`src/pscs_defs.vh`:
```
// constants for the power-stage control-source and supply supervisor
`ifndef PSCS_DEFS_VH
`define PSCS_DEFS_VH

// ==========================================================
// frame
`define PSCS_FRAME_BITS 16
`define PSCS_HOLD_RST 16'hffff
`define PSCS_TEST_BIT 8

// ==========================================================
// supply status/config register fields
`define PSCS_SC_OV_OK 0
`define PSCS_SC_UV_OK 1
`define PSCS_SC_PIN 2
`define PSCS_SC_DIAG_OK 3
`define PSCS_SC_OT_OK 4
`define PSCS_SC_OV_LATCH 5
`define PSCS_SC_THR_LOWER 6
`define PSCS_SC_TEST_OFF 7
`define PSCS_SC_CFG_RST 3'h7
`define PSCS_INP1_TEST 6

// ==========================================================
// timing
`define PSCS_CLK_PERIOD_NS 4
`define PSCS_FILT_TIME_NS 20000

`endif

```
`src/pscs_frame_rx.v`:
```
// fast serial frame receiver: shift on frame clock, latch on sync edge
`timescale 1ns/1ps
`include "pscs_defs.vh"
module pscs_frame_rx #(
  parameter NBITS = `PSCS_FRAME_BITS
) (
  input wire core_clk,
  input wire reset_n,
  input wire clk_en,
  input wire data_s,
  input wire clk_s,
  input wire sync_s,
  output wire [NBITS-1:0] hold,
  output wire latch_pulse
);
  reg clk_d_ff;
  reg sync_d_ff;
  reg [NBITS-1:0] shift_ff;
  reg [NBITS-1:0] hold_ff;
  wire clk_rise;
  wire sync_rise;

  assign clk_rise = clk_s & ~clk_d_ff;
  assign sync_rise = sync_s & ~sync_d_ff;

  always @(posedge core_clk or negedge reset_n) begin
    if (!reset_n) begin
      clk_d_ff <= 1'b0;
      sync_d_ff <= 1'b0;
      shift_ff <= `PSCS_HOLD_RST;
      hold_ff <= `PSCS_HOLD_RST;
    end else if (clk_en) begin
      clk_d_ff <= clk_s;
      sync_d_ff <= sync_s;
      // D0 arrives first and ends in bit 0 after sixteen pulses; no frame check
      if (clk_rise) begin
        shift_ff <= {data_s, shift_ff[NBITS-1:1]};
      end
      if (sync_rise) begin
        hold_ff <= shift_ff;
      end
    end
  end

  assign hold = hold_ff;
  assign latch_pulse = sync_rise & clk_en;
endmodule

```
`src/pscs_sync2.v`:
```
// two-flop synchroniser for asynchronous pin levels
`timescale 1ns/1ps
module pscs_sync2 #(
  parameter WIDTH = 1,
  parameter [WIDTH-1:0] RST_VAL = {WIDTH{1'b0}}
) (
  input wire core_clk,
  input wire reset_n,
  input wire clk_en,
  input wire [WIDTH-1:0] async_in,
  output wire [WIDTH-1:0] sync_out
);
  reg [WIDTH-1:0] meta_ff;
  reg [WIDTH-1:0] sync_ff;

  // first stage feeds only the second stage
  always @(posedge core_clk or negedge reset_n) begin
    if (!reset_n) begin
      meta_ff <= RST_VAL;
      sync_ff <= RST_VAL;
    end else if (clk_en) begin
      meta_ff <= async_in;
      sync_ff <= meta_ff;
    end
  end

  assign sync_out = sync_ff;
endmodule

```
`src/pscs_top.v`:
```
// power-stage control-source selection and supply supervision
`timescale 1ns/1ps
`include "pscs_defs.vh"
module pscs_top #(
  parameter FILT_NS = `PSCS_FILT_TIME_NS,
  parameter CLK_NS = `PSCS_CLK_PERIOD_NS,
  parameter FILT_CYC = (FILT_NS + CLK_NS - 1) / CLK_NS
) (
  input wire core_clk,
  input wire reset_n,
  input wire clk_en,
  // external reset pin of the device, active low
  input wire rst_pin_n,
  // fast serial bus pins
  input wire frame_data_in,
  input wire frame_clock_in,
  input wire frame_sync_in,
  // parallel input pins, index 0 is input 1; bit 7 is parallel_input_eight
  input wire [15:0] par_in,
  // configuration from the register interface, same clock
  input wire bus_source_select,
  input wire source_mux_regs,
  input wire stage8_par_sel,
  input wire cfg_update,
  input wire [15:0] spi_stage_on,
  // supply comparators, asynchronous, high when the condition is present
  input wire vdd_uv_raw,
  input wire vdd_ov_raw,
  input wire vdd_uv_test_raw,
  input wire vdd_ov_test_raw,
  input wire vdd_below35_raw,
  // bidirectional shutdown pin, active low
  input wire shutdown_pin_in,
  output wire shutdown_pin_out,
  output wire shutdown_pin_oe,
  // supply status/config register access
  input wire statcon_wr,
  input wire [7:0] statcon_wdata,
  input wire diag_none_ok,
  input wire diag_ot_ok,
  output wire [7:0] supply_status_config,
  output wire [7:0] input_status_one,
  // power stage controls, index 0 is stage 1, high switches the stage on
  output wire [15:0] stage_on,
  output wire diag_record_en
);
  localparam CW = 16;

  // ==========================================================
  // source states
  localparam [1:0] SRC_SPI = 2'h0;
  localparam [1:0] SRC_PAR = 2'h1;
  localparam [1:0] SRC_BUS = 2'h2;

  // ==========================================================
  // frame bit feeding each stage; 8 means none
  function [3:0] frame_bit_of;
    input integer stage;
    begin
      case (stage)
        1: frame_bit_of = 4'h1;
        2: frame_bit_of = 4'h2;
        3: frame_bit_of = 4'h3;
        4: frame_bit_of = 4'h4;
        5: frame_bit_of = 4'h5;
        6: frame_bit_of = 4'h6;
        7: frame_bit_of = 4'h7;
        9: frame_bit_of = 4'hb;
        10: frame_bit_of = 4'ha;
        11: frame_bit_of = 4'h9;
        12: frame_bit_of = 4'hc;
        13: frame_bit_of = 4'hd;
        14: frame_bit_of = 4'h0;
        15: frame_bit_of = 4'hf;
        16: frame_bit_of = 4'he;
        default: frame_bit_of = 4'h8;
      endcase
    end
  endfunction

  // ==========================================================
  // pin synchronisers
  wire [2:0] fr_s;
  wire [15:0] par_s;
  wire [5:0] sup_s;
  wire rst_pin_s;
  wire pin_s;

  pscs_sync2 #(.WIDTH(3), .RST_VAL(3'h0)) u_sync_frame (
    .core_clk(core_clk),
    .reset_n(reset_n),
    .clk_en(clk_en),
    .async_in({frame_sync_in, frame_clock_in, frame_data_in}),
    .sync_out(fr_s)
  );

  pscs_sync2 #(.WIDTH(16), .RST_VAL(16'hffff)) u_sync_par (
    .core_clk(core_clk),
    .reset_n(reset_n),
    .clk_en(clk_en),
    .async_in(par_in),
    .sync_out(par_s)
  );

  // supply faults other than the main overvoltage input come up asserted so nothing switches on before the first sample
  pscs_sync2 #(.WIDTH(6), .RST_VAL(6'h3d)) u_sync_sup (
    .core_clk(core_clk),
    .reset_n(reset_n),
    .clk_en(clk_en),
    .async_in({rst_pin_n, vdd_below35_raw, vdd_ov_test_raw, vdd_uv_test_raw, vdd_ov_raw, vdd_uv_raw}),
    .sync_out(sup_s)
  );

  pscs_sync2 #(.WIDTH(1), .RST_VAL(1'b0)) u_sync_pin (
    .core_clk(core_clk),
    .reset_n(reset_n),
    .clk_en(clk_en),
    .async_in(shutdown_pin_in),
    .sync_out(pin_s)
  );

  assign rst_pin_s = sup_s[5];

  // ==========================================================
  // frame receiver
  wire [15:0] hold;

  pscs_frame_rx #(.NBITS(`PSCS_FRAME_BITS)) u_rx (
    .core_clk(core_clk),
    .reset_n(reset_n),
    .clk_en(clk_en),
    .data_s(fr_s[0]),
    .clk_s(fr_s[1]),
    .sync_s(fr_s[2]),
    .hold(hold),
    .latch_pulse()
  );

  // ==========================================================
  // supply status/config bits 7..5
  reg [2:0] cfg_ff;
  wire test_on;
  wire uv_det;
  wire ov_det;
  wire below35;

  always @(posedge core_clk or negedge reset_n) begin
    if (!reset_n) begin
      cfg_ff <= `PSCS_SC_CFG_RST;
    end else if (clk_en && statcon_wr) begin
      cfg_ff <= statcon_wdata[7:5];
    end
  end

  // threshold test swaps in the shifted comparator for the selected side
  assign test_on = ~cfg_ff[`PSCS_SC_TEST_OFF - 5];
  assign uv_det = (test_on & cfg_ff[`PSCS_SC_THR_LOWER - 5]) ? sup_s[2] : sup_s[0];
  assign ov_det = (test_on & ~cfg_ff[`PSCS_SC_THR_LOWER - 5]) ? sup_s[3] : sup_s[1];
  assign below35 = sup_s[4];

  // ==========================================================
  // stored overvoltage: set dominates, survives the reset pin
  reg ov_store_ff;

  always @(posedge core_clk or negedge reset_n) begin
    if (!reset_n) begin
      ov_store_ff <= 1'b0;
    end else if (clk_en) begin
      if (ov_det) begin
        ov_store_ff <= 1'b1;
      end else if (below35 || !cfg_ff[`PSCS_SC_OV_LATCH - 5]) begin
        ov_store_ff <= 1'b0;
      end
    end
  end

  // ==========================================================
  // shutdown pin drive and recovery filter
  reg [CW-1:0] filt_cnt_ff;
  reg pull_low_ff;
  wire fault_now;
  wire ov_held;
  wire filt_done;

  assign ov_held = ov_store_ff & cfg_ff[`PSCS_SC_OV_LATCH - 5];
  assign fault_now = uv_det | ov_det | ov_held;
  assign filt_done = (filt_cnt_ff == {CW{1'b0}});

  // counter reloads on every fault sample, so a chattering supply never releases the pin
  always @(posedge core_clk or negedge reset_n) begin
    if (!reset_n) begin
      filt_cnt_ff <= FILT_CYC[CW-1:0];
    end else if (clk_en) begin
      if (fault_now) begin
        filt_cnt_ff <= FILT_CYC[CW-1:0];
      end else if (!filt_done) begin
        filt_cnt_ff <= filt_cnt_ff - 1'b1;
      end
    end
  end

  // pin pull starts at once on a fault and ends only once the filter has run out
  always @(posedge core_clk or negedge reset_n) begin
    if (!reset_n) begin
      pull_low_ff <= 1'b1;
    end else if (clk_en) begin
      if (fault_now) begin
        pull_low_ff <= 1'b1;
      end else if (filt_done) begin
        pull_low_ff <= 1'b0;
      end
    end
  end

  assign shutdown_pin_out = 1'b0;
  assign shutdown_pin_oe = pull_low_ff;

  // ==========================================================
  // control source, held on the register interface after a reset pin pulse
  reg spi_lock_ff;
  reg [1:0] src_ff;
  reg [1:0] nxt_src;

  always @(posedge core_clk or negedge reset_n) begin
    if (!reset_n) begin
      spi_lock_ff <= 1'b1;
    end else if (clk_en) begin
      if (!rst_pin_s) begin
        spi_lock_ff <= 1'b1;
      end else if (cfg_update) begin
        spi_lock_ff <= 1'b0;
      end
    end
  end

  always @* begin
    nxt_src = SRC_SPI;
    if (!spi_lock_ff && source_mux_regs) begin
      nxt_src = bus_source_select ? SRC_PAR : SRC_BUS;
    end
  end

  always @(posedge core_clk or negedge reset_n) begin
    if (!reset_n) begin
      src_ff <= SRC_SPI;
    end else if (clk_en) begin
      src_ff <= nxt_src;
    end
  end

  // ==========================================================
  // stage drive; the monitor only gates outputs, it never rewrites registers
  wire supply_off;
  wire pin_low;
  wire monitor_off;
  wire [15:0] want_on;

  // own comparators act directly, so a pin shorted high cannot keep stages on
  assign pin_low = ~pin_s;
  assign monitor_off = pull_low_ff | uv_det | ov_det;
  assign supply_off = monitor_off | pin_low;

  genvar gi;
  generate
    for (gi = 1; gi <= 16; gi = gi + 1) begin : g_stage
      if (gi == 8) begin : g_eight
        // inverting parallel path, kept alive through reset and normal undervoltage
        assign want_on[7] = stage8_par_sel ?
          (~par_s[7] & ~below35 & ~ov_det & ~ov_held) :
          (spi_stage_on[7] & ~supply_off & rst_pin_s);
      end else begin : g_other
        reg sel_on;
        always @* begin
          case (src_ff)
            SRC_BUS: sel_on = ~hold[frame_bit_of(gi)];
            SRC_PAR: sel_on = par_s[gi-1];
            default: sel_on = spi_stage_on[gi-1];
          endcase
        end
        assign want_on[gi-1] = sel_on & rst_pin_s & ~supply_off;
      end
    end
  endgenerate

  reg [15:0] stage_on_ff;

  always @(posedge core_clk or negedge reset_n) begin
    if (!reset_n) begin
      stage_on_ff <= 16'h0000;
    end else if (clk_en) begin
      stage_on_ff <= want_on;
    end
  end

  assign stage_on = stage_on_ff;

  // ==========================================================
  // readback and diagnostic gating
  reg [7:0] status_ff;
  reg [7:0] inp1_ff;
  reg diag_en_ff;
  reg [7:0] nxt_status;
  reg [7:0] nxt_inp1;

  // config bits read back as written; bit 0 also shows the stored overvoltage
  always @* begin
    nxt_status = 8'h00;
    nxt_status[7:5] = cfg_ff;
    nxt_status[`PSCS_SC_OT_OK] = diag_ot_ok;
    nxt_status[`PSCS_SC_DIAG_OK] = diag_none_ok;
    nxt_status[`PSCS_SC_PIN] = pin_s;
    nxt_status[`PSCS_SC_UV_OK] = ~uv_det;
    nxt_status[`PSCS_SC_OV_OK] = ~(ov_det | ov_store_ff);
  end

  // input pins are shown live, not latched; input eight reads inverted
  always @* begin
    nxt_inp1 = 8'h00;
    nxt_inp1[7] = ~par_s[7];
    nxt_inp1[`PSCS_INP1_TEST] = hold[`PSCS_TEST_BIT];
    nxt_inp1[5] = 1'b0;
    nxt_inp1[4:0] = par_s[4:0];
  end

  always @(posedge core_clk or negedge reset_n) begin
    if (!reset_n) begin
      status_ff <= 8'he0;
      inp1_ff <= 8'h40;
      diag_en_ff <= 1'b0;
    end else if (clk_en) begin
      status_ff <= nxt_status;
      inp1_ff <= nxt_inp1;
      diag_en_ff <= ~supply_off;
    end
  end

  assign supply_status_config = status_ff;
  assign input_status_one = inp1_ff;
  assign diag_record_en = diag_en_ff;
endmodule

```
`config.mk`:
```
export PLATFORM = sky130hd
export DESIGN_NAME = pscs_top
export DESIGN_NICKNAME = d
export VERILOG_FILES = /design/src/pscs_frame_rx.v /design/src/pscs_sync2.v /design/src/pscs_top.v
export VERILOG_INCLUDE_DIRS = /design/src
export SDC_FILE = /design/constraint.sdc
export NUM_CORES = 1
export LEC_CHECK = 0
export BUFFER_PORTS_ARGS = -buffer_cell sky130_fd_sc_hd__buf_4
export CORE_ASPECT_RATIO = 0.7
export CORE_MARGIN = 2
export CORE_UTILIZATION = 52
export DETAILED_ROUTE_END_ITERATION = 8
export PLACE_DENSITY = 0.73
export SLEW_MARGIN = 20
export SYNTH_ARGS = -nofsm -noshare
export SYNTH_HDL_FRONTEND = slang
export SYNTH_HIERARCHICAL = 1
export SYNTH_SLANG_ARGS = --single-unit
```
`constraint.sdc`:
```
create_clock -name core_clk -period 2.19 [get_ports core_clk]
set_clock_uncertainty 0.1 [all_clocks]
set_input_delay 0.438 -clock core_clk [delete_from_list [all_inputs] [get_ports core_clk]]
set_output_delay 0.438 -clock core_clk [all_outputs]
set_load 0.03 [all_outputs]
```
======== Word-level counts from Yosys, hierarchy flattened ========
Cells that the tools add are included.
operators by class
  bitwise operators ....................... 73
  multiplexer cells ....................... 28
  $add $sub $neg .......................... 1
  reduce and logical (&&, ||, !) cells .... 14
  equality and inequality tests ........... 4
operators with widths
  cell                     count
  $and A1 B1 Y1            40
  $mux W16                 2
  $pmux W1 S2              15
  $not A1 Y1               27
  $logic_not A16 Y1        1
  $sub A16 B1 Y16 const B  1
  $reduce_and A2 Y1        6
  $mux W1                  9
  $or A1 B1 Y1             6
  $mux W2                  2
  $ne A2 B2 Y1 const B     2
  $reduce_bool A2 Y1       2
  $eq A2 B1 Y1 const B     1
  $eq A2 B2 Y1 const B     1
  $logic_and A1 B1 Y1      2
  $logic_not A1 Y1         2
  $logic_or A1 B1 Y1       1
word-level totals
  output and inout bits ................... 35
  bits in registers ....................... 142
  input bits .............................. 60

======== Depth between registers and ports, before layout ========
Gate-level depths: netlist of run 1.
  depth after elaboration ................. 10
  gate-level depth with buffers ........... 7

======== Hierarchy ========
Netlist of run 1, hierarchy kept.
modules (own cells, without submodules)
  module                     times used  area an instance (µm²)  cells each
  pscs_top                   1           3014.1                  288
  pscs_frame_rx              1           1411.4                  73
  pscs_sync2 (u_sync_par)    1           1385.1                  68
  pscs_sync2 (u_sync_sup)    1           496.7                   25
  pscs_sync2 (u_sync_frame)  1           251.5                   13
  pscs_sync2 (u_sync_pin)    1           72.6                    4

======== Worst setup path after synthesis of run 1 ========
No wires, ideal clock.
  kind .................................... reg2reg
  start ................................... reg cfg_ff[2]
  end ..................................... reg stage_on_ff[10] (netlist: stage_on[10])
  cell stages (with the launch flop) ...... 6
  library setup time ...................... 0.095 ns
  path buffers ............................ 1
  data required time ...................... 1.995 ns
  arrival ................................. 1.892 ns
  slack ................................... 0.103 ns
  cell sequence ........................... dfstp_2 or3b_2 a311oi_2 nand3_2 buf_6 o32ai_2
on the way
  cells in the longest elaborated chain, start to end .. 8
  elaborated cells on any way between the ends .. 10
RTL lines
  what                      RTL line        text
  start: declaration        pscs_top.v:141  reg [2:0] cfg_ff;
  start signal: assignment  pscs_top.v:149  cfg_ff <= `PSCS_SC_CFG_RST;
  start signal: assignment  pscs_top.v:151  cfg_ff <= statcon_wdata[7:5];
  $not A1 Y1 *              pscs_top.v:156  assign test_on = ~cfg_ff[`PSCS_SC_TEST_OFF - 5];
  $and A1 B1 Y1             pscs_top.v:157  assign uv_det = (test_on & cfg_ff[`PSCS_SC_THR_LOWER - 5]) ? sup_s[2] : sup_s[0];
  $mux W1                   pscs_top.v:157
  $or A1 B1 Y1              pscs_top.v:260  assign monitor_off = pull_low_ff | uv_det | ov_det;
  $or A1 B1 Y1 *            pscs_top.v:260
  $or A1 B1 Y1 *            pscs_top.v:261  assign supply_off = monitor_off | pin_low;
  $not A1 Y1 *              pscs_top.v:280  assign want_on[gi-1] = sel_on & rst_pin_s & ~supply_off;
  $and A1 B1 Y1 *           pscs_top.v:280
  end signal: assignment    pscs_top.v:291  stage_on_ff <= want_on;
  end: declaration          pscs_top.v:285  reg [15:0] stage_on_ff;
Every way passes the cells marked *; elsewhere a longest branch is shown, timed or not.
A chain may end at the register's enable or synchronous reset.

======== Worst setup path after layout of run 1 ========
  start ................................... reg cfg_ff[1]
  end ..................................... reg stage_on_ff[15] (netlist: stage_on[15])
on the way
  cells in the longest elaborated chain, start to end .. 7
  elaborated cells on any way between the ends .. 10
RTL lines
  what                                                RTL line
  $and A1 B1 Y1 / $not A1 Y1 (equally long branches)  pscs_top.v:157, pscs_top.v:158
  $mux W1 / $and A1 B1 Y1 (equally long branches)     pscs_top.v:157, pscs_top.v:158
  $or A1 B1 Y1 / $mux W1 (equally long branches)      pscs_top.v:260, pscs_top.v:158
  $or A1 B1 Y1 *                                      pscs_top.v:260
  $or A1 B1 Y1 *                                      pscs_top.v:261
  $not A1 Y1 *                                        pscs_top.v:280
  $and A1 B1 Y1 *                                     pscs_top.v:280
Marks and branches as above.

==> results of run 1 <==
## per-layer routing
metal / track usage, % / vias to the layer above
met5: 0 / -
met4: 8.469 / 0
met3: 4.227 / 29
met2: 31.15 / 129
met1: 32.04 / 2114
li1: - / 1909
## worst max-delay path, stage by stage, from the launching register on
cell	delay, ns
dfstp_2	0.57
or4b_4	0.51
a311oi_4	0.32
nand3_2	0.13
buf_12	0.19
o32ai_1	0.29
## layout by cell type (no fill, tap or decap), types with 2 or more instances in the layout
| cell type | instances |
|---|---|
| nand3b_4 | 2 |
| dfstp_2 | 88 |
| nand2_1 | 11 |
| or4_2 | 2 |
| buf_4 | 100 |
| nand4_1 | 2 |
| o31ai_1 | 7 |
| o22ai_1 | 3 |
| o32ai_1 | 4 |
| o21ai_0 | 8 |
| a21o_1 | 2 |
| inv_1 | 40 |
| buf_12 | 3 |
| nor2_1 | 8 |
| conb_1 | 2 |
| dfrtp_1 | 54 |
| or2_2 | 3 |
| or4_1 | 6 |
| nand3_1 | 7 |
| a221oi_1 | 15 |
| mux2_2 | 39 |
| a211o_1 | 2 |
| ha_1 | 3 |
| bufinv_16 | 2 |
| inv_8 | 2 |
| or4_4 | 2 |
| or3_1 | 4 |
| nor2b_1 | 16 |
| inv_6 | 7 |
| mux2_4 | 65 |
| nand2b_1 | 2 |
| a21oi_1 | 13 |
| clkinvlp_4 | 2 |
| clkbuf_16 | 17 |
| o32ai_2 | 13 |
| mux2i_1 | 3 |
## state kept, by name, indices dropped and copies added (netlist names), 2 cells and up
register               flops
filt_cnt_ff               16
cfg_ff                     3
u_sync_frame/sync_out      3
src_ff                     2
u_sync_par/meta_ff        16
supply_status_config       8
u_sync_sup/meta_ff         6
u_rx/shift_ff             16
u_sync_frame/meta_ff       3
u_rx/hold                 16
input_status_one           7
stage_on                  16
u_sync_par/sync_out       16
u_sync_sup/sync_out        6
## power by group through the flow
stage               registers [mW]  logic (mW)  clock network, mW
finish                        3.63        1.50               2.94
global route                  3.69        1.62               3.10
CTS                           3.63        1.50               2.98
detailed placement            3.66        1.48                  0
global placement              3.63        1.43                  0
floorplan                     3.64       0.960                  0
## final timing paths
check                      slack, ns                               to
max                            -0.04         stage_on[15]$_DFFE_PN0P_
min                             0.12          stage_on[7]$_DFFE_PN0P_
max reg2reg                    -0.04         stage_on[15]$_DFFE_PN0P_
min reg2reg                     0.37          spi_lock_ff$_DFFE_PN1P_
max in group asynchronous       0.84       filt_cnt_ff[9]$_DFFE_PN1P_
min in group asynchronous       0.45  input_status_one[3]$_DFFE_PN0P_
## timing repair
action | 4_1_cts | 5_1_grt
hold endpoints to repair | 17 | 0
setup endpoints to repair | 1 | 20
hold buffers | 1 | 0
pin swaps | 0 | 1
buffers inserted | 0 | 1
gates resized for setup | 2 | 6
## layout make-up
| class | instances | area (um2) |
|---|---|---|
| timing repair buffer | 105 | 832.0 |
| fill | 900 | 4297 |
| clock buffer | 17 | 425.4 |
| multi-input combinational | 265 | 2679 |
| clock inverter | 15 | 172.7 |
| inverter | 40 | 150.1 |
| tap | 162 | 202.7 |
| sequential | 142 | 3664 |
==> metrics.md, run 1 <==
| Metric | Value |
|---|---|
| Outcome | `finished, violations left` |
| Actual slew at the worst max-slew pin | `0.6425 ns` |
| P_leak | `3.601 nW` |
| Worst vdd ir | `660.4 uV` |
| Area growth, synth to finish | `22.60%` |
| CP startpoint kind | `register` |
| CP Launch Point | `cfg_ff[1]$_DFFE_PN1P_` |
| Pre-CTS setup slack | `-0.005074 ns` |
| ANT cells | `0` |
| First-pass GRT wire length | `23.18 mm` |
| Max Cap Viol | `0` |
| Worst Setup End Kind | `register` |
| Hold Path Depth | `2` |
| HP Class | `in -> reg` |
| Worst hold slack | `0.1240 ns` |
| Wire per inst | `18.87 um` |
| Final setup margin | `-0.03634 ns` |
| Setup violators final | `7` |
| Met3 wire length | `746 um` |
| Longest Clk Path Bufs | `2` |
| Mapped cell area | `6628 um2` |
| # port buffers | `87` |
| Die Y | `98.46 um` |
| Clk root buf | `clkbuf_16` |
| Final period utilization | `101.7%` |
| Nets | `634` |
| Switch Pwr | `2.282 mW` |
| Critical path peak fanout | `16` |
| Layout cells sized above 1 | `61.30%` |
| YS warnings | `6` |
| Critical path class | `reg -> reg` |
| Vias/cell | `5.605` |
| Number of CTS-inserted buffers | `17` |
| Fmax | `449.2 MHz` |
| Synth Area per Inst | `14.10 um2` |
| Detailed-placement wirelength estimate | `9.324 mm` |
| Sw frac | `28.29%` |
| Endpoints failing hold | `0` |
| Total Power | `8.069 mW` |
| Number of global-route vias before repair | `4,340` |
| CTS HTree Levels | `4` |
| Dpl cells | `712` |
| Post-DRT Antenna Nets | `0` |
| Core Area | `12,420 um2` |
| Pwr per Cell Area | `993.0 nW/um2` |
| Clk sinks | `142` |
| Seq pwr share | `45.0%` |
| Row count | `34` |
| CTS tree | `built` |
| Number of DRC markers in iteration 0 | `284` |
| DR top layer | `met4` |
| Combinational fraction of design power | `18.6%` |
| GRT Total Usage | `21.46%` |
| CP required | `2.40 ns` |
| Slew HR | `57.17%` |
| Mapped Cells | `470` |
| Final Max Tran Viols | `0` |
| Final Util | `65.41%` |
| Die area | `13,680 um2` |
| R2R Path Start | `cfg_ff[1]$_DFFE_PN1P_` |
| Period minus WS final | `2.226 ns` |
| Met2 WL | `6.318 mm` |
| Io pins | `95` |
| DRC | `0` |
| Worst hold start | `stage8_par_sel` |
| GPL Wtd Cong | `0.8066` |
| Post-Place Cell Area | `7455 um2` |
| M1 WL | `6.724 mm` |
| Antenna violations before repair | `0` |
| Failing checks | `negative setup slack` |
| Latest clock arrival within the worst-skew pair | `0.42 ns` |
| Clk slew on worst S/H paths | `0.07 ns` |
| TNS Setup | `-0.1037 ns` |
| DR vias | `4,181` |
| R2r worst-path depth | `5` |
| Crit path DAT | `2.44 ns` |
| Non-Filler Instances | `746` |
| Total wire length | `14.08 mm` |
| Cell-internal power | `5.786 mW` |
| Initial Util | `53.35%` |
| Final Instance Area | `8125 um2` |
| Die width | `138.9 um` |
| Pin count of the biggest net entering global routing | `58` |
| RSZ-0062 raised after global routing | `yes` |
| Grt total ovfl | `0` |
| Power share of the clock group | `36.4%` |
| Pre-antenna DRT Iters | `4` |
(Power assumes the default switching activity.)
==> run 2, diff against run 1 <==
--- a/config.mk
+++ b/config.mk
@@ -6,12 +6,12 @@
 export SDC_FILE = /design/constraint.sdc
 export NUM_CORES = 1
 export LEC_CHECK = 0
-export BUFFER_PORTS_ARGS = -buffer_cell sky130_fd_sc_hd__buf_4
 export CORE_ASPECT_RATIO = 0.7
 export CORE_MARGIN = 2
-export CORE_UTILIZATION = 52
+export CORE_UTILIZATION = 57
 export DETAILED_ROUTE_END_ITERATION = 8
-export PLACE_DENSITY = 0.73
+export DONT_BUFFER_PORTS = 1
+export PLACE_DENSITY = 0.72
 export SLEW_MARGIN = 20
 export SYNTH_ARGS = -nofsm -noshare
 export SYNTH_HDL_FRONTEND = slang
==> run 2 against run 1 <==
The flow finishes with violations (negative hold slack); worst setup slack better by 0.058 ns; fmax is 2.7% higher; clock power is 2% higher; die area decreased by 8.5%.
==> metrics.md, run 2 (synthesis gave the netlist of run 1 again) <==
| Metric | Value |
|---|---|
| Outcome | `finished, violations left (unchanged)` |
| Failing checks | `negative hold slack (was negative setup slack)` |
| Critical path class | `reg -> reg (unchanged)` |
| Final Max Tran Viols | `0 (unchanged)` |
| Initial Util | `59.33% (was 53.35%)` |
| Endpoints failing hold | `142 (was 0)` |
| DRC | `0 (unchanged)` |
| CP required | `2.41 ns (was 2.40 ns)` |
| CP startpoint kind | `register (unchanged)` |
| Row count | `32 (was 34)` |
| First-pass GRT wire length | `21.65 mm (was 23.18 mm)` |
| Critical path peak fanout | `16 (unchanged)` |
| # port buffers | `0 (was 87)` |
| R2R Path Start | `cfg_ff[1]$_DFFE_PN1P_ (unchanged)` |
| Fill cell count | `770 (was 900)` |
| Die width | `132.9 um (was 138.9 um)` |
| Number of DRC markers in iteration 0 | `304 (was 284)` |
| Post-DRT Antenna Nets | `0 (unchanged)` |
| Setup violators final | `0 (was 7)` |
| Io pins | `95 (unchanged)` |
| Longest Clk Path Bufs | `2 (unchanged)` |
| Period minus WS final | `2.168 ns (was 2.226 ns)` |
| Wire per inst | `20.49 um (was 18.87 um)` |
| Total wire length | `13.17 mm (was 14.08 mm)` |
| Final period utilization | `99.01% (was 101.7%)` |
| Reg area | `3664 um2 (unchanged)` |
| HP Class | `in -> async (was in -> reg)` |
| GRT Total Usage | `22.41% (was 21.46%)` |
| Number of CTS-inserted buffers | `17 (unchanged)` |
| Antenna violations before repair | `0 (unchanged)` |
| Worst Setup End Kind | `register (unchanged)` |
| Die area | `12,520 um2 (was 13,680 um2)` |
| GPL Wtd Cong | `0.7764 (was 0.8066)` |
| Max Cap Viol | `0 (unchanged)` |
| Number of global-route vias before repair | `3,982 (was 4,340)` |
| Worst vdd ir | `558.1 uV (was 660.4 uV)` |
| Actual slew at the worst max-slew pin | `0.9130 ns (was 0.6425 ns)` |
| Clk slew on worst S/H paths | `0.06 ns (was 0.07 ns)` |
| TNS Setup | `0 ns (was -0.1037 ns)` |
| CTS HTree Levels | `4 (unchanged)` |
| RSZ-0062 raised after global routing | `yes (unchanged)` |
| Core Area | `11,170 um2 (was 12,420 um2)` |
| Pwr per Cell Area | `1064 nW/um2 (was 993.0 nW/um2)` |
| CTS tree | `built (unchanged)` |
| DR vias | `3,818 (was 4,181)` |
| P_leak | `3.115 nW (was 3.601 nW)` |
| Latest clock arrival within the worst-skew pair | `0.42 ns (about the same)` |
| Crit path DAT | `2.39 ns (was 2.44 ns)` |
| Commonest non-fill, non-tap cells in the layout | `dfstp_2, mux2_4, dfrtp_1, inv_1, mux2_2 (was buf_4, dfstp_2, mux2_4, dfrtp_1, inv_1)` |
| Area of the multi-input gates | `2668 um2 (was 2679 um2)` |
| Pin count of the biggest net entering global routing | `143 (was 58)` |
| ANT cells | `0 (unchanged)` |
| Fmax | `461.2 MHz (was 449.2 MHz)` |
| Slew HR | `39.13% (was 57.17%)` |
| Pre-antenna DRT Iters | `5 (was 4)` |
| Area growth, synth to finish | `11.33% (was 22.60%)` |
| Clk sinks | `142 (unchanged)` |
| Clk root buf | `clkbuf_16 (unchanged)` |
| Die Y | `94.22 um (was 98.46 um)` |
| Vias/cell | `5.938 (was 5.605)` |
| CP Launch Point | `cfg_ff[1]$_DFFE_PN1P_ (unchanged)` |
| Most common library cell in the layout ignoring fill and taps | `dfstp_2 (was buf_4)` |
| Dpl cells | `608 (was 712)` |
| Nets | `540 (was 634)` |
| Layout cells sized above 1 | `53.67% (was 61.30%)` |
| Detailed-placement wirelength estimate | `8.262 mm (was 9.324 mm)` |
| Non-Filler Instances | `643 (was 746)` |
| Worst hold slack | `-0.3874 ns (was 0.1240 ns)` |
| Grt total ovfl | `0 (unchanged)` |
-- run 2: cell types whose count changed in the layout (fill, tap and decap cells not counted), sizes merged --
cell	previous run	this run
bufinv	2	3
inv	49	45
dlygate4sd3	1	0
clkinvlp	2	5
buf	104	11
-- run 2: power breakdown --
group,internal [mW],total [mW],switching (mW)
combinational,0.657,1.11,0.454
sequential,3.28,3.75,0.476
clock,1.81,2.99,1.18
total,5.74,7.85,2.11
-- run 2: per-stage QoR --
stage	setup slack [ns]	util, %	total power, mW	instance area [um2]
2_1_floorplan	0.1027	-	4.598	6631
3_3_place_gp	0.07120	59.99	4.776	6701
3_5_place_dp	0.01485	59.99	4.845	6701
4_1_cts	0.02602	65.66	7.874	7335
5_1_grt	-0.05019	66.05	8.174	7378
6_report	0.02159	66.05	7.850	7378
-- run 2: worst max-delay path, cell delays in order, from the launching register on --
cell and delay, ns:
dfstp_2 0.58, or4b_4 0.49, a311oi_2 0.31, nand3_2 0.13
buf_12 0.17, o32ai_2 0.27
-- run 2: timing repair --
| action | CTS | global route |
|---|---|---|
| gates resized for setup | 1 | 6 |
| endpoints found under the hold margin | 142 | 142 |
| setup endpoints to repair | 1 | 18 |
| buffers inserted | 2 | 1 |
| pin swaps | 1 | 1 |
-- run 2: worst paths after layout --
check	to	slack [ns]	cells after the start
max	stage_on[8]$_DFFE_PN0P_	0.02	5
min	input_status_one[4]$_DFFE_PN0P_	-0.39	0
max reg2reg	stage_on[8]$_DFFE_PN0P_	0.02	5
min reg2reg	spi_lock_ff$_DFFE_PN1P_	0.39	2
max in group asynchronous	u_sync_par/meta_ff[10]$_DFFE_PN1P_	2.09	0
min in group core_clk	stage_on[7]$_DFFE_PN0P_	0.03	1
-- run 2: layout make-up --
cell class                      count  area share [%]
Timing Repair Buffer               11           1.289
Clock buffer                       17           5.766
Inverter                           40           2.035
Multi-Input combinational cell    265           36.15
Clock inverter                     15           2.510
Tap cell                          153           2.595
Sequential cell                   142           49.65
-- run 2: routing by layer --
layer / global-route usage, % / up-vias / part of all wire (%)
li1: - / 1716 / -
met1: 33.39 / 1996 / 50
met2: 32.34 / 91 / 45
met3: 5.717 / 15 / 4.3
met4: 6.541 / 0 / 0.65
met5: 0 / - / 0
==> run 3, diff against run 2 <==
--- a/config.mk
+++ b/config.mk
@@ -12,6 +12,7 @@
 export DETAILED_ROUTE_END_ITERATION = 8
 export DONT_BUFFER_PORTS = 1
 export PLACE_DENSITY = 0.72
+export RECOVER_POWER = 50
 export SLEW_MARGIN = 20
 export SYNTH_ARGS = -nofsm -noshare
 export SYNTH_HDL_FRONTEND = slang
==> run 3 against run 2 <==
The flow still finishes with violations (negative hold slack); sequential power barely moved; first-iteration DRC count rose by 0.66%; via count fell by 0.58%; non-clock buffer count did not move; register-to-register slack barely moved; fmax rose by 0.20%; design area fell by 0.36%; utilization fell by 0.24 points.
==> metrics.md, run 3 (synthesis gave the netlist of run 1 again) <==
| Metric | Value |
|---|---|
| Outcome | `finished, violations left (unchanged)` |
| Failing checks | `negative hold slack (unchanged)` |
| Worst hold slack | `-0.3881 ns (was -0.3874 ns)` |
| Crit path buf inv count | `1 (unchanged)` |
| ANT cells | `0 (unchanged)` |
| Clk root buf | `clkbuf_16 (unchanged)` |
| Worst Setup End Kind | `register (unchanged)` |
| Row count | `32 (unchanged)` |
| CP max-delay cell | `dfstp_2 (unchanged)` |
| Fmax | `462.1 MHz (was 461.2 MHz)` |
| Slew HR | `39.28% (was 39.13%)` |
| CP startpoint kind | `register (unchanged)` |
| Wire per inst | `20.39 um (was 20.49 um)` |
| Period minus WS final | `2.164 ns (was 2.168 ns)` |
| Grt total ovfl | `0 (unchanged)` |
| Latest clock arrival within the worst-skew pair | `0.42 ns (about the same)` |
| Number of CTS-inserted buffers | `17 (unchanged)` |
| Pre-antenna DRT Iters | `4 (was 5)` |
| Io pins | `95 (unchanged)` |
| DR vias | `3,796 (was 3,818)` |
| Post-DRT Antenna Nets | `0 (unchanged)` |
| GRT Total Usage | `22.41% (unchanged)` |
| Crit path DAT | `2.39 ns (about the same)` |
| Die width | `132.9 um (unchanged)` |
| CP required | `2.41 ns (about the same)` |
| First-pass GRT wire length | `21.65 mm (unchanged)` |
| Worst vdd ir | `556.7 uV (was 558.1 uV)` |
| GPL Wtd Cong | `0.7764 (unchanged)` |
| Initial Util | `59.33% (unchanged)` |
| # port buffers | `0 (unchanged)` |
| Most common library cell in the layout ignoring fill and taps | `dfstp_2 (unchanged)` |
| P_leak | `3.086 nW (was 3.115 nW)` |
| Pwr per Cell Area | `1066 nW/um2 (was 1064 nW/um2)` |
| Max incr delay on CP | `0.58 ns (about the same)` |
| Max Cap Viol | `0 (unchanged)` |
| Clk sinks | `142 (unchanged)` |
| CTS HTree Levels | `4 (unchanged)` |
| Number of DRC markers in iteration 0 | `306 (was 304)` |
| RSZ-0062 raised after global routing | `yes (unchanged)` |
| Die area | `12,520 um2 (unchanged)` |
| CTS tree | `built (unchanged)` |
| Endpoints failing hold | `142 (unchanged)` |
| Core Area | `11,170 um2 (unchanged)` |
| Setup violators final | `0 (unchanged)` |
| HP Class | `in -> async (unchanged)` |
| Final Max Tran Viols | `0 (unchanged)` |
| Detailed-placement wirelength estimate | `8.262 mm (unchanged)` |
| DRC | `0 (unchanged)` |
| Layout cells sized above 1 | `52.04% (was 53.67%)` |
| Worst-path cell chain | `or4b_4 > a311oi_2 > nand3_2 > buf_12 > o32ai_2 (unchanged)` |
| Antenna violations before repair | `0 (unchanged)` |
| Critical path peak fanout | `16 (unchanged)` |
| Longest Clk Path Bufs | `2 (unchanged)` |
| Nets | `540 (unchanged)` |
| Final period utilization | `98.82% (was 99.01%)` |
| Pre-CTS setup slack | `0.01485 ns (unchanged)` |
| Family with the most delay on the worst path | `simple AND/OR/NAND/NOR gates (unchanged)` |
| Die Y | `94.22 um (unchanged)` |
| Number of global-route vias before repair | `3,982 (unchanged)` |
| Final setup margin | `0.02594 ns (was 0.02159 ns)` |
| Pin count of the biggest net entering global routing | `143 (unchanged)` |
| Actual slew at the worst max-slew pin | `0.9107 ns (was 0.9130 ns)` |
| Total wire length | `13.11 mm (was 13.17 mm)` |
| Vias/cell | `5.904 (was 5.938)` |
| Critical path class | `reg -> reg (unchanged)` |
| Area growth, synth to finish | `10.93% (was 11.33%)` |
| Commonest non-fill, non-tap cells in the layout | `dfstp_2, mux2_4, dfrtp_1, inv_1, mux2_2 (unchanged)` |
| Clk slew on worst S/H paths | `0.06 ns (about the same)` |
## run 3: cell count changes in the layout (fill, tap and decap cells not counted)
| cell | change |
|---|---|
| dfstp_1 | +1 |
| mux2_4 | -7 |
| dfstp_2 | -1 |
| mux2_1 | +7 |
## run 3: metal layers
metal / global-route usage [%] / routed length, um
met1: 33.39 / 6293
met3: 5.717 / 715
met2: 32.34 / 5997
met4: 6.541 / 105
met5: 0 / 0
## run 3: path summary, 6_finish.rpt
kind	startpoint	to	slack (ns)	cells after the start
worst max register to register	cfg_ff[1]$_DFFE_PN1P_	stage_on[8]$_DFFE_PN0P_	0.03	5
max in group asynchronous	reset_n	u_sync_par/meta_ff[0]$_DFFE_PN1P_	2.11	0
worst min-delay path	reset_n	input_status_one[4]$_DFFE_PN0P_	-0.39	0
min in group core_clk	stage8_par_sel	stage_on[7]$_DFFE_PN0P_	0.03	1
worst min register to register	spi_lock_ff$_DFFE_PN1P_	spi_lock_ff$_DFFE_PN1P_	0.39	2
worst max-delay path	cfg_ff[1]$_DFFE_PN1P_	stage_on[8]$_DFFE_PN0P_	0.03	5
## run 3: timing repair
item	CTS	global route
resized for setup	1	6
setup buffers	2	1
pin swaps	1	1
setup endpoints to repair	1	18
endpoints found under the hold margin	142	142
## run 3: through the flow
stage | power, mW | setup TNS (ns) | instance area [um2] | cells | utilization (%)
final | 7.837 | 0 | 7352 | 643 | 65.82
after global routing | 8.158 | -0.5273 | 7352 | 643 | 65.82
after CTS | 7.874 | 0 | 7335 | 642 | 65.66
after detailed placement | 4.845 | 0 | 6701 | 608 | 59.99
after global placement | 4.776 | 0 | 6701 | 608 | 59.99
after floorplan | 4.598 | 0 | 6631 | 471 | -
## run 3: power by group
group | internal (mW) | switching (mW) | leakage [nW]
Clock | 1.81 | 1.18 | 0.283
Sequential | 3.28 | 0.474 | 1.62
Combinational | 0.644 | 0.453 | 1.18
Total | 5.73 | 2.11 | 3.09
## run 3: final cells by class
cell class / count / area (um2)
Sequential cell: 142 / 3664
Multi-Input combinational cell: 265 / 2641
Clock buffer: 17 / 425.4
Tap cell: 153 / 191.4
Inverter: 40 / 150.1
Clock inverter: 15 / 185.2
Timing Repair Buffer: 11 / 95.09
Fill cell: 780 / 3819
## run 3: worst register-to-register path: stages, from the launching register on
cell      delay [ns]
dfstp_2         0.58
or4b_4          0.49
a311oi_2        0.31
nand3_2         0.13
buf_12          0.17
o32ai_2         0.29
